==> src/design/adcsq_pkg.sv <==
// Package for converter sequence control: offsets, fields, reset values, states
// Function
// - Hardware sets done flag when conversion ends
// - Software clears done only; conversion undisturbed
// - Done flag cleared when new conversion starts
// - References always analog supply and ground
// - Scan enable steps channel 0 positive input
// - Channel count selects one, two, four channels
// - Buffer half status shows half being filled
// - Interrupt every N plus one sequences
// - Split mode alternates buffer halves per interrupt
// - Alternate mode toggles Sample A and B
// - Clock source bit picks RC or system
// - Auto sample time counts conversion clocks
// - Auto sample time used only with counter trigger
// - Divider gives D plus one cycles period, D capped at 63
// - Divider ignored when RC clock selected
// - Aux negative inputs ground for codes 0x
// - Aux positive select zero routes inputs 0-2
// - Small variant select one: input 3 only
// - Main negative bit picks input 1 or ground
// - Main positive code picks input or sensor
// - Trigger source field picks conversion start event
// - Non-software trigger clears sample enable in hardware
package adcsq_pkg;
    localparam logic [7:0] ADCSQ_OFF_CON1 = 8'h00;
    localparam logic [7:0] ADCSQ_OFF_CON2 = 8'h04;
    localparam logic [7:0] ADCSQ_OFF_CON3 = 8'h08;
    localparam logic [7:0] ADCSQ_OFF_CHS123 = 8'h0C;
    localparam logic [7:0] ADCSQ_OFF_CHS0 = 8'h10;
    localparam logic [7:0] ADCSQ_OFF_STATUS = 8'h14;
    localparam int ADCSQ_CON1_ON = 15;
    localparam int ADCSQ_CON1_TRIG_LO = 5;
    localparam int ADCSQ_CON1_AUTOSTART = 2;
    localparam int ADCSQ_CON1_SAMPLE = 1;
    localparam int ADCSQ_CON1_DONE = 0;
    localparam int ADCSQ_CON2_SCAN = 10;
    localparam int ADCSQ_CON2_CHANNEL_COUNT_SELECT_LO = 8;
    localparam int ADCSQ_CON2_BUFFER_HALF_STATUS = 7;
    localparam int ADCSQ_CON2_SEQUENCES_PER_INTERRUPT_LO = 2;
    localparam int ADCSQ_CON2_SPLIT_BUFFER_MODE = 1;
    localparam int ADCSQ_CON2_ALTERNATE_SAMPLE_MODE = 0;
    localparam int ADCSQ_CON3_RC = 15;
    localparam int ADCSQ_CON3_AUTO_SAMPLE_TIME_LO = 8;
    localparam logic [15:0] ADCSQ_CON1_MASK = 16'hA0EF;
    localparam logic [15:0] ADCSQ_CON2_MASK = 16'hE73F;
    localparam logic [15:0] ADCSQ_CON3_MASK = 16'h9FFF;
    localparam logic [15:0] ADCSQ_CHS123_MASK = 16'h0707;
    localparam logic [15:0] ADCSQ_CHS0_MASK = 16'h9F9F;
    localparam logic [15:0] ADCSQ_REG_RESET = 16'h0000;
    localparam logic [2:0] ADCSQ_TRIG_SW = 3'h0;
    localparam logic [2:0] ADCSQ_TRIG_PIN = 3'h1;
    localparam logic [2:0] ADCSQ_TRIG_TIMER = 3'h2;
    localparam logic [2:0] ADCSQ_TRIG_PWM = 3'h3;
    localparam logic [2:0] ADCSQ_TRIG_AUTO = 3'h7;
    localparam logic [7:0] ADCSQ_DIV_MAX = 8'h3F;
    localparam logic [4:0] ADCSQ_SENSOR_CODE = 5'h0D;
    localparam logic [2:0] ADCSQ_INPUT_NONE = 3'h7;
    localparam logic [2:0] ADCSQ_INPUT_SENSOR = 3'h6;
    localparam logic [3:0] ADCSQ_CONV_TAD = 4'hC;
    localparam logic [3:0] ADCSQ_BUF_HALF = 4'h8;
    typedef enum logic [2:0]
    {
        ADCSQ_IDLE = 3'b001,
        ADCSQ_SAMPLE = 3'b010,
        ADCSQ_CONVERT = 3'b100
    } adcsq_state_t;
endpackage

==> src/design/adcsq_top.sv <==
// Converter sequence control with AHB-Lite register slave
`timescale 1ns/100ps
module adcsq_top
    import adcsq_pkg::*;
#(
    parameter bit SIX_INPUTS = 1'b1
)
(
    input wire logic MCLK_IN,
    input wire logic RST_IN,
    input wire logic HSEL_IN,
    input wire logic [31:0] HADDR_IN,
    input wire logic [1:0] HTRANS_IN,
    input wire logic HWRITE_IN,
    input wire logic [2:0] HSIZE_IN,
    input wire logic [31:0] HWDATA_IN,
    input wire logic HREADY_IN,
    output logic [31:0] HRDATA_OUT,
    output logic HREADYOUT_OUT,
    output logic HRESP_OUT,
    input wire logic RC_CLOCK_TICK_IN,
    input wire logic PIN_TRIGGER_IN,
    input wire logic TIMER_TRIGGER_IN,
    input wire logic PWM_TRIGGER_IN,
    input wire logic [5:0] SCAN_SELECT_IN,
    output logic SAMPLING_OUT,
    output logic CONVERTING_OUT,
    output logic [2:0] CH0_POS_INPUT_OUT,
    output logic CH0_NEG_INPUT1_OUT,
    output logic [2:0] CH1_POS_INPUT_OUT,
    output logic [2:0] CH2_POS_INPUT_OUT,
    output logic [2:0] CH3_POS_INPUT_OUT,
    output logic AUX_NEG_GROUND_OUT,
    output logic REF_POS_SUPPLY_OUT,
    output logic REF_NEG_GROUND_OUT,
    output logic [3:0] ACTIVE_CHANNELS_OUT,
    output logic [3:0] BUFFER_WRITE_INDEX_OUT,
    output logic RESULT_WRITE_OUT,
    output logic CONV_INTERRUPT_OUT
);
    logic [15:0] con1;
    logic [15:0] con2;
    logic [15:0] con3;
    logic [15:0] chs123;
    logic [15:0] chs0;
    logic done;
    logic sample;
    logic buf_half;
    logic use_b;
    logic [3:0] seq_count;
    logic [3:0] wr_index;
    logic [2:0] scan_ptr;
    logic [7:0] div_count;
    logic [4:0] tad_count;
    logic [3:0] conv_count;
    logic [2:0] ch_left;
    adcsq_state_t state;
    logic dp_write;
    logic dp_read;
    logic [7:0] dp_addr;
    logic [15:0] wdata;
    logic tad_tick;
    logic module_on;
    logic [2:0] trig;
    logic trigger_hit;
    logic conv_start;
    logic conv_end;
    logic last_seq;
    logic [2:0] n_channels;
    logic [2:0] next_scan;
    logic [2:0] cur_scan;
    logic [4:0] pos_code;

    // Maps a five-bit main positive code to an input index
    function automatic logic [2:0] adcsq_pos_map(input logic [4:0] code, input logic six);
        logic [2:0] result;
        result = ADCSQ_INPUT_NONE;
        if (code == ADCSQ_SENSOR_CODE)
        begin
            result = ADCSQ_INPUT_SENSOR;
        end
        else if (code <= 5'h03 || (six && code <= 5'h05))
        begin
            result = code[2:0];
        end
        return result;
    endfunction

    // First selected scan input at ptr plus skip or later; none selected keeps ptr
    function automatic logic [2:0] adcsq_scan_pick(input logic [2:0] ptr, input logic [5:0] sel, input int skip);
        logic [2:0] result;
        result = ptr;
        for (int i = 5; i >= skip; i--)
        begin
            if (sel[(int'(ptr) + i) % 6])
            begin
                result = 3'((int'(ptr) + i) % 6);
            end
        end
        return result;
    endfunction

    assign module_on = con1[ADCSQ_CON1_ON];
    assign trig = con1[ADCSQ_CON1_TRIG_LO +: 3];
    assign wdata = HWDATA_IN[15:0];
    assign HREADYOUT_OUT = 1'b1;
    assign HRESP_OUT = 1'b0;

    // Address phase capture; zero wait states
    always_ff @(posedge MCLK_IN)
    begin
        if (RST_IN)
        begin
            dp_write <= 1'b0;
            dp_read <= 1'b0;
            dp_addr <= 8'h00;
        end
        else if (HREADY_IN)
        begin
            dp_write <= HSEL_IN && HTRANS_IN[1] && HWRITE_IN;
            dp_read <= HSEL_IN && HTRANS_IN[1] && !HWRITE_IN;
            dp_addr <= HADDR_IN[7:0];
        end
    end

    // Read data; unmapped offsets read zero
    always_ff @(posedge MCLK_IN)
    begin
        if (RST_IN)
        begin
            HRDATA_OUT <= 32'h00000000;
        end
        else if (HREADY_IN && HSEL_IN && HTRANS_IN[1] && !HWRITE_IN)
        begin
            if (HADDR_IN[7:0] == ADCSQ_OFF_CON1)
            begin
                HRDATA_OUT <= {16'h0000, con1[15:2], sample, done};
            end
            else if (HADDR_IN[7:0] == ADCSQ_OFF_CON2)
            begin
                HRDATA_OUT <= {16'h0000, con2[15:8], buf_half && con2[ADCSQ_CON2_SPLIT_BUFFER_MODE], con2[6:0]};
            end
            else if (HADDR_IN[7:0] == ADCSQ_OFF_CON3)
            begin
                HRDATA_OUT <= {16'h0000, con3};
            end
            else if (HADDR_IN[7:0] == ADCSQ_OFF_CHS123)
            begin
                HRDATA_OUT <= {16'h0000, chs123};
            end
            else if (HADDR_IN[7:0] == ADCSQ_OFF_CHS0)
            begin
                HRDATA_OUT <= {16'h0000, chs0};
            end
            else if (HADDR_IN[7:0] == ADCSQ_OFF_STATUS)
            begin
                HRDATA_OUT <= {25'h0, state, wr_index};
            end
            else
            begin
                HRDATA_OUT <= 32'h00000000;
            end
        end
    end

    // Plain control registers; reserved bits kept zero
    always_ff @(posedge MCLK_IN)
    begin
        if (RST_IN)
        begin
            con1 <= ADCSQ_REG_RESET;
            con2 <= ADCSQ_REG_RESET;
            con3 <= ADCSQ_REG_RESET;
            chs123 <= ADCSQ_REG_RESET;
            chs0 <= ADCSQ_REG_RESET;
        end
        else if (dp_write)
        begin
            if (dp_addr == ADCSQ_OFF_CON1)
            begin
                con1 <= wdata & ADCSQ_CON1_MASK;
            end
            else if (dp_addr == ADCSQ_OFF_CON2)
            begin
                con2 <= wdata & ADCSQ_CON2_MASK & 16'hFF7F;
            end
            else if (dp_addr == ADCSQ_OFF_CON3)
            begin
                con3 <= wdata & ADCSQ_CON3_MASK;
            end
            else if (dp_addr == ADCSQ_OFF_CHS123)
            begin
                chs123 <= wdata & ADCSQ_CHS123_MASK;
            end
            else if (dp_addr == ADCSQ_OFF_CHS0)
            begin
                chs0 <= wdata & ADCSQ_CHS0_MASK;
            end
        end
    end

    // Conversion clock tick: RC tick or divided system clock
    always_ff @(posedge MCLK_IN)
    begin
        if (RST_IN || !module_on)
        begin
            div_count <= 8'h00;
        end
        else if (con3[ADCSQ_CON3_RC])
        begin
            div_count <= 8'h00;
        end
        else if (div_count >= con3[7:0] || div_count >= ADCSQ_DIV_MAX)
        begin
            div_count <= 8'h00;
        end
        else
        begin
            div_count <= div_count + 8'h01;
        end
    end
    assign tad_tick = con3[ADCSQ_CON3_RC] ? RC_CLOCK_TICK_IN
        : (div_count >= con3[7:0] || div_count >= ADCSQ_DIV_MAX);

    always_comb
    begin
        trigger_hit = 1'b0;
        case (trig)
            ADCSQ_TRIG_PIN: trigger_hit = PIN_TRIGGER_IN;
            ADCSQ_TRIG_TIMER: trigger_hit = TIMER_TRIGGER_IN;
            ADCSQ_TRIG_PWM: trigger_hit = PWM_TRIGGER_IN;
            ADCSQ_TRIG_AUTO: trigger_hit = tad_tick && tad_count >= con3[ADCSQ_CON3_AUTO_SAMPLE_TIME_LO +: 5];
            default: trigger_hit = 1'b0;
        endcase
    end

    assign n_channels = con2[ADCSQ_CON2_CHANNEL_COUNT_SELECT_LO + 1] ? 3'h4 : (con2[ADCSQ_CON2_CHANNEL_COUNT_SELECT_LO] ? 3'h2 : 3'h1);
    assign conv_start = state == ADCSQ_SAMPLE && (trig == ADCSQ_TRIG_SW ? !sample : trigger_hit);
    assign conv_end = state == ADCSQ_CONVERT && tad_tick && conv_count == ADCSQ_CONV_TAD && ch_left == 3'h1;
    assign last_seq = seq_count == con2[ADCSQ_CON2_SEQUENCES_PER_INTERRUPT_LO +: 4];

    // Sequence state machine
    always_ff @(posedge MCLK_IN)
    begin
        if (RST_IN || !module_on)
        begin
            state <= ADCSQ_IDLE;
            tad_count <= 5'h00;
            conv_count <= 4'h0;
            ch_left <= 3'h0;
        end
        else
        begin
            case (state)
                ADCSQ_IDLE:
                begin
                    tad_count <= 5'h00;
                    if (sample)
                    begin
                        state <= ADCSQ_SAMPLE;
                    end
                end
                ADCSQ_SAMPLE:
                begin
                    if (conv_start)
                    begin
                        state <= ADCSQ_CONVERT;
                        conv_count <= 4'h0;
                        ch_left <= n_channels;
                    end
                    else if (tad_tick && tad_count != 5'h1F)
                    begin
                        tad_count <= tad_count + 5'h01;
                    end
                end
                ADCSQ_CONVERT:
                begin
                    tad_count <= 5'h00;
                    if (tad_tick)
                    begin
                        if (conv_count != ADCSQ_CONV_TAD)
                        begin
                            conv_count <= conv_count + 4'h1;
                        end
                        else if (ch_left == 3'h1)
                        begin
                            state <= ADCSQ_IDLE;
                        end
                        else
                        begin
                            conv_count <= 4'h0;
                            ch_left <= ch_left - 3'h1;
                        end
                    end
                end
                default: state <= ADCSQ_IDLE;
            endcase
        end
    end

    // Sample enable: software set, autostart set, hardware clear
    always_ff @(posedge MCLK_IN)
    begin
        if (RST_IN || !module_on)
        begin
            sample <= 1'b0;
        end
        else if (conv_start && trig != ADCSQ_TRIG_SW)
        begin
            sample <= 1'b0;
        end
        else if (conv_end && con1[ADCSQ_CON1_AUTOSTART])
        begin
            sample <= 1'b1;
        end
        else if (dp_write && dp_addr == ADCSQ_OFF_CON1)
        begin
            sample <= wdata[ADCSQ_CON1_SAMPLE];
        end
    end

    // Done flag: set wins over a same-cycle clear
    always_ff @(posedge MCLK_IN)
    begin
        if (RST_IN)
        begin
            done <= 1'b0;
        end
        else if (conv_end)
        begin
            done <= 1'b1;
        end
        else if (conv_start)
        begin
            done <= 1'b0;
        end
        else if (dp_write && dp_addr == ADCSQ_OFF_CON1 && !wdata[ADCSQ_CON1_DONE])
        begin
            done <= 1'b0;
        end
    end

    // Sequence counter, buffer halves, A/B alternation, scan pointer
    always_ff @(posedge MCLK_IN)
    begin
        if (RST_IN || !module_on)
        begin
            seq_count <= 4'h0;
            wr_index <= 4'h0;
            buf_half <= 1'b0;
            use_b <= 1'b0;
            scan_ptr <= 3'h0;
        end
        else
        begin
            if (conv_end)
            begin
                use_b <= con2[ADCSQ_CON2_ALTERNATE_SAMPLE_MODE] && !use_b;
                if (con2[ADCSQ_CON2_SCAN] && !use_b)
                begin
                    scan_ptr <= next_scan;
                end
                if (last_seq)
                begin
                    seq_count <= 4'h0;
                    buf_half <= con2[ADCSQ_CON2_SPLIT_BUFFER_MODE] && !buf_half;
                    wr_index <= (con2[ADCSQ_CON2_SPLIT_BUFFER_MODE] && !buf_half) ? ADCSQ_BUF_HALF : 4'h0;
                end
                else
                begin
                    seq_count <= seq_count + 4'h1;
                end
            end
            if (RESULT_WRITE_OUT && !(conv_end && last_seq))
            begin
                wr_index <= wr_index + 4'h1;
            end
        end
    end

    // Pointer restarts at zero; an unselected start skips ahead so only selected inputs are sampled, unless none is selected and the pointer input is used
    assign cur_scan = adcsq_scan_pick(scan_ptr, SCAN_SELECT_IN, 0);
    assign next_scan = adcsq_scan_pick(cur_scan, SCAN_SELECT_IN, 1);

    assign pos_code = (con2[ADCSQ_CON2_SCAN] && !use_b) ? {2'b00, cur_scan} : (use_b ? chs0[12:8] : chs0[4:0]);
    assign RESULT_WRITE_OUT = state == ADCSQ_CONVERT && tad_tick && conv_count == ADCSQ_CONV_TAD;

    // Registered mux and status outputs
    always_ff @(posedge MCLK_IN)
    begin
        if (RST_IN)
        begin
            CH0_POS_INPUT_OUT <= ADCSQ_INPUT_NONE;
            CH0_NEG_INPUT1_OUT <= 1'b0;
            CH1_POS_INPUT_OUT <= ADCSQ_INPUT_NONE;
            CH2_POS_INPUT_OUT <= ADCSQ_INPUT_NONE;
            CH3_POS_INPUT_OUT <= ADCSQ_INPUT_NONE;
            AUX_NEG_GROUND_OUT <= 1'b1;
            ACTIVE_CHANNELS_OUT <= 4'h0;
            CONV_INTERRUPT_OUT <= 1'b0;
        end
        else
        begin
            CH0_POS_INPUT_OUT <= adcsq_pos_map(pos_code, SIX_INPUTS);
            CH0_NEG_INPUT1_OUT <= use_b ? chs0[15] : chs0[7];
            if (use_b ? chs123[8] : chs123[0])
            begin
                CH1_POS_INPUT_OUT <= 3'h3;
                CH2_POS_INPUT_OUT <= SIX_INPUTS ? 3'h4 : ADCSQ_INPUT_NONE;
                CH3_POS_INPUT_OUT <= SIX_INPUTS ? 3'h5 : ADCSQ_INPUT_NONE;
            end
            else
            begin
                CH1_POS_INPUT_OUT <= 3'h0;
                CH2_POS_INPUT_OUT <= 3'h1;
                CH3_POS_INPUT_OUT <= 3'h2;
            end
            AUX_NEG_GROUND_OUT <= !(use_b ? chs123[10] : chs123[2]);
            ACTIVE_CHANNELS_OUT <= module_on ? (n_channels[2] ? 4'hF : (n_channels[1] ? 4'h3 : 4'h1)) : 4'h0;
            CONV_INTERRUPT_OUT <= conv_end && last_seq;
        end
    end

    assign REF_POS_SUPPLY_OUT = 1'b1;
    assign REF_NEG_GROUND_OUT = 1'b1;
    assign SAMPLING_OUT = state == ADCSQ_SAMPLE;
    assign CONVERTING_OUT = state == ADCSQ_CONVERT;
    assign BUFFER_WRITE_INDEX_OUT = wr_index;
endmodule

==> config.mk <==
export PLATFORM = sky130hd
export DESIGN_NAME = adcsq_top
export DESIGN_NICKNAME = d
export VERILOG_FILES = /design/src/design/adcsq_pkg.sv /design/src/design/adcsq_top.sv
export SDC_FILE = /design/constraint.sdc
export NUM_CORES = 1
export LEC_CHECK = 0
export BUFFER_PORTS_ARGS = -buffer_cell sky130_fd_sc_hd__buf_2
export CORE_MARGIN = 2
export CORE_UTILIZATION = 40
export CTS_CLUSTER_DIAMETER = 150
export DETAILED_ROUTE_END_ITERATION = 10
export PLACE_DENSITY = 0.63
export SLEW_MARGIN = 40
export SYNTH_ARGS = -nofsm -noshare
export SYNTH_HDL_FRONTEND = slang
export SYNTH_SLANG_ARGS = --single-unit
==> constraint.sdc <==
create_clock -name MCLK_IN -period 7.4 [get_ports MCLK_IN]
set_clock_uncertainty 0.15 [all_clocks]
set_input_delay 0 -clock MCLK_IN [delete_from_list [all_inputs] [get_ports MCLK_IN]]
set_output_delay 0 -clock MCLK_IN [all_outputs]
set_load 0.02 [all_outputs]
-- Word level (Yosys, flattened, before mapping)
Index checks and enable logic that the tools add are counted.
- add/subtract/negate cells: 16
- div/mod/pow operators: 11
- order comparisons: 16
- equal/unequal tests: 31
- muxes and demuxes: 96
- bitwise gates (word level): 6
- reductions and logical operators: 59
- operator list (kind ; count):
    $lt 32x5->1 const B ; 11
    $mod 32x4->32 const B ; 10
    $mux 16 ; 5
    $mux 3 ; 23
    $mux 4 ; 10
    $mux 1 ; 34
    $bmux 1 s3 ; 11
    $eq 8x4->1 const B ; 4
    $mod 4x4->32 const B ; 1
    $eq 8x5->1 const B ; 3
    $logic_and 1x1->1 ; 21
    $mux 5 ; 4
    $add 3x2->4 const B ; 4
    $add 3x3->4 const B ; 4
    $eq 8x3->1 const B ; 2
    $logic_not 8->1 ; 2
    $reduce_and 5->1 ; 3
    $add 4x1->4 const B ; 3
    $pmux 5 s2 ; 1
    $reduce_bool 2->1 ; 5
    $eq 3x1->1 const B ; 3
    $eq 3x2->1 const B ; 3
    $pmux 3 s3 ; 1
    $add 3x1->4 const B ; 2
    other kinds (33) ; 65
- register bits: 151
- input bits: 84
- output and inout port bits: 62
- word-level logic and storage cells: 264

-- Logic depth before layout (Yosys ltp)
- word-level depth: 21
- gate-level depth with buffers: 31
- mapped depth without buffers: 28

-- Worst setup path before layout
Ideal clock, no wire load.
- kind: reg2reg
- start point: register scan_ptr[2]
- end point: register scan_ptr[1]
- library setup time: 0.125 ns
- arrival: 6.168 ns
- data required time: 7.125 ns
- path slack: 0.957 ns
- stages on the path, launching flop included: 29
- buffers on the path: 2
- clock period less this slack: 6.443 ns
- cells stage by stage: dfxtp_1 buf_4 inv_1 ha_1 a21oi_1 clkinv_1 ha_1 or4b_4 a41oi_4 mux2i_1 o21ai_0 a221o_1 a31o_2 a21oi_1 o21ai_0 ha_1 buf_12 xnor2_4 inv_1 ha_1 nor2b_1 nand2b_1 mux2_2 a32oi_1 nand2b_1 a41oi_1 a2111oi_0 or3_1 a31oi_1
- longest elaborated chain between the ends: 21
- elaborated cells on any way between the ends: 65
- those cells by class: add/sub: 10; div: 11; mux: 44
- RTL lines (what ; RTL line ; source):
    start: declaration ; adcsq_top.sv:52 ; logic [2:0] scan_ptr;
    start signal: assignment ; adcsq_top.sv:361 ; scan_ptr <= next_scan;
    $add 3x3->4 ; adcsq_top.sv:95, adcsq_top.sv:97 ;
    $mod 32x4->32 ; adcsq_top.sv:95, adcsq_top.sv:97 ;
    $bmux 1 s3 ; adcsq_top.sv:95 ; if (sel[(int'(ptr) + i) % 6])
    $mux 1 (not written as such) (2 in a row) ; adcsq_top.sv:95 ;
    $mux 3 (5 in a row) ; adcsq_top.sv:95 ;
    $mux 3 * ; adcsq_top.sv:95 ;
    $add 3x3->4 ; adcsq_top.sv:95, adcsq_top.sv:97 ;
    $mod 32x4->32 ; adcsq_top.sv:95, adcsq_top.sv:97 ;
    $bmux 1 s3 ; adcsq_top.sv:95 ;
    $mux 1 (not written as such) (2 in a row) ; adcsq_top.sv:95 ;
    $mux 3 (4 in a row) ; adcsq_top.sv:95 ;
    $mux 3 * ; adcsq_top.sv:95 ;
Mark *: on every way between the ends. The rest lies on a longest branch, timed or not. The select of a mux whose other input is x is not followed.
A chain may end at the register's enable or synchronous reset.

-- Worst setup path in the final report
- start point: register scan_ptr[0]
- end point: register scan_ptr[1]
Same word-level chain as after synthesis.

==> reports/metrics.cfg <==
[grt]
grt_pass1_wl_um=36080
use_met1_pct=26.70
antenna_found_initial=0
met3_usage_pct=3.067
grt_max_degree=85
grt-ovfl-total=0
track_usage_pct=20.23
grt_use_met2_pct=34.33
grt_pass1_vias=7040
grt.busiest_layer=met2

[routing]
wl_um=22110
drtPass1Iterations=6
drc=0
first_iter_violations=600
vias=7486
vias_per_cell=5.456
wl_per_cell_um=16.12
ant_nets=0

[place]
dp.cells=1305
hpwl_um=15710
place_ws_ns=0.6723
globalplace.congestion=0.8616
io_buffers=81

[clocking]
cts_root_buf=clkbuf_16
htreeDepth=4
numCtsBuffers=17
cts_buffer_depth=2
cts_sinks=126
cts_tree=done
clkSlewWorstSetupHoldPaths_ns=0.06
clk_latency_ns=0.41

[sta]
relSlewSlack_pct=47.18
fmax_ghz=0.1484
period_needed_ns=6.738
worst_pin_slew_ns=0.7905
rsz0062_at_grt=false
finalSetupViolCount=0
setup_slack_ns=0.6617
hold_viol_final=0
hold_slack_ns=0.03431
fin_crit_sh_pct=91.06
maxSlewViolCount=0
tns_ns=0

[logic_synthesis]
synth_cell_type_count=95
synth_area_per_cell_um2=8.343
syn-cell-area_um2=8318
synthTopCellsByCount=126 x dfxtp_1, 123 x nor2_1, 87 x mux2i_1, 87 x nand2_1, 57 x a21oi_1
synth-simple-area-share_pct=21.78
synth_largest_area_cell=dfxtp_1
synth-compound-area-share_pct=18.07
ys.flop_type=dfxtp_1
ys_seq_area_share_pct=30.32
synth_xor_area_share_pct=2.632
yosys-top-cells-area=dfxtp_1 30%, mux2i_1 10%, ha_1 6.2%, nor2_1 5.6%, nand2_1 3.9%
async_reset_ff_share_pct=0
synthAdderAreaFrac_pct=6.167
synth_edf_count=0
synth_top_cell_area_share_pct=30.32
synthMuxAreaShare_pct=12.64
syn_inst=997
synth_top_family_by_area=simple AND/OR/NAND/NOR gates
synth_seq_cells=126
synth_most_common_cell=dfxtp_1
synth.yosys.warnings=0

[outcome]
status=finished clean

[final_layout]
instances_no_fill=1372
antenna_cells=0
nets=1214
drive_above_1_share_pct=16.33
syn_to_final_growth_pct=16.62

[die]
die_h_um=148.2
start_util_pct=40.98
die_w_um=148.2
num_io_pins=146
row_count=52
core-area_um2=20300
die_area_um2=21960

[power_and_ir_drop]
vdd_drop_max_uv=175.5
power_uw=1755
pwr_density_cell_nw_per_um2=180.9
p_leak_uw=0.003862

[critical_path]
rr_startpoint=scan_ptr[0]
crit_type=reg -> reg
cp_slowest_cell=dfxtp_1
crit_chain=ha_1, xnor2_1, ha_1, or4b_4, a41oi_4, mux2i_1, o21ai_0, a221o_1, a31o_2, a21oi_1, o21ai_0, buf_4, ha_1, a21o_2, ha_1, nor2b_1, nand2_1, mux2_2, a32oi_1, nand2b_1, a41oi_1, a2111oi_0, or3_1, a31oi_1
cp_top_family=compound AO/OA/AOI/OAI gates
critPathCaptureType=flop
critPathMaxFanout=11
r2r_end=scan_ptr[1]
r2r_cells=24
crit_path_frequent_cell=ha_1
worst-path-buf-inv=1
cp-start-kind=flop
r2r_slack_ns=0.66
cp_slowest_stage_delay_ns=0.60
cp_data_arrival_time_ns=6.89
cp.required_ns=7.55

[hold_path]
min_from=RC_CLOCK_TICK_IN
min_path_type=in -> reg
min_path_cells=5
whs_endpoint=state[2]

[run]
maxCapViolations=0

[how the worst max path moves through the flow]
stage / from / to / slack (ns) / cells past startpoint
global route: scan_ptr[1] / scan_ptr[0] / 0.08 / 29
global placement: scan_ptr[1] / scan_ptr[1] / 0.71 / 27
detailed placement: scan_ptr[1] / scan_ptr[1] / 0.67 / 27
floorplan: scan_ptr[2] / scan_ptr[1] / 0.96 / 28
CTS: scan_ptr[0] / scan_ptr[1] / 0.66 / 24
finish: scan_ptr[0] / scan_ptr[1] / 0.66 / 24
[layout make-up]
type	count	area [um2]
fillers	1936	10600
multi-input cells	767	5202
flip-flops and latches	126	2522
repair buffers	126	834.6
clock buffers	17	425.4
well taps	270	337.8
inverters	51	193.9
clock inverters	15	183.9
[kinds of logic (layout without fill, tap and decap cells)]
family	Yosys count	count (layout)
muxes	99	99
and+or+nand+nor	371	371
DFF	126	126
AOI/OAI and AO/OA	212	212
other	2	22
xor gates and xnor gates	22	22
buffers and inverters	124	209
adders and majority gates	41	41
[metal layers]
layer  vias up  part of all wire (%)
li1       3695                     -
met1      3526                    45
met2       236                    47
met3        29                   5.3
met4         0                   2.0
met5         -                     0
[worst min-delay path: cells and delay by family]
family | cells | cell delay (ns)
AOI/OAI and AO/OA | 2 | 0.22
buffers and inverters | 1 | 0.10
and+or+nand+nor | 2 | 0.23
[cell usage in the layout, fill, tap and decap left out, drive strengths merged, types with 7 or more instances in the layout]
cell / synthesis / final
a211oi: 17 / 17
a21o: 12 / 12
a21oi: 59 / 59
a22oi: 8 / 8
a31oi: 10 / 10
and2: 9 / 9
buf: 38 / 91
clkbuf: 35 / 17
conb: 2 / 22
dfxtp: 126 / 126
dlygate4sd3: 0 / 35
ha: 41 / 41
inv: 48 / 54
mux2: 9 / 9
mux2i: 87 / 87
nand2: 88 / 88
nand2b: 15 / 15
nand3: 29 / 29
nand4: 8 / 8
nor2: 123 / 123
nor2b: 11 / 11
nor3: 31 / 31
o211ai: 9 / 9
o21ai: 39 / 39
or2: 8 / 8
or3: 7 / 7
xnor2: 16 / 16
[timing repair]
item	4_1_cts	5_1_grt
setup buffers	0	0
gates resized for setup	0	2
setup endpoints to repair	0	3
endpoints found under the hold margin	66	0
hold buffers	35	0
[sequential cells by signal, indices dropped and copies added, names as in the netlist, 5 cells and up]
signal,count
con3,14
HRDATA_OUT,16
chs123,6
chs0,12
div_count,8
tad_count,5
dp_addr,8
con2,12
con1,7
[stage by stage]
stage,instance area (um2),util [%]
after global routing,9701,47.79
after global placement,8721,42.96
after floorplan,8393,-
final,9701,47.79
after detailed placement,8727,42.99
after CTS,9687,47.72
[power breakdown]
group	switching [uW]	total (uW)	internal (uW)	leakage, uW
clock network	329	864	535	0.000291
logic	118	200	82.4	0.00255
registers	5.07	691	686	0.00102
Power figures use the tool's default switching activity.
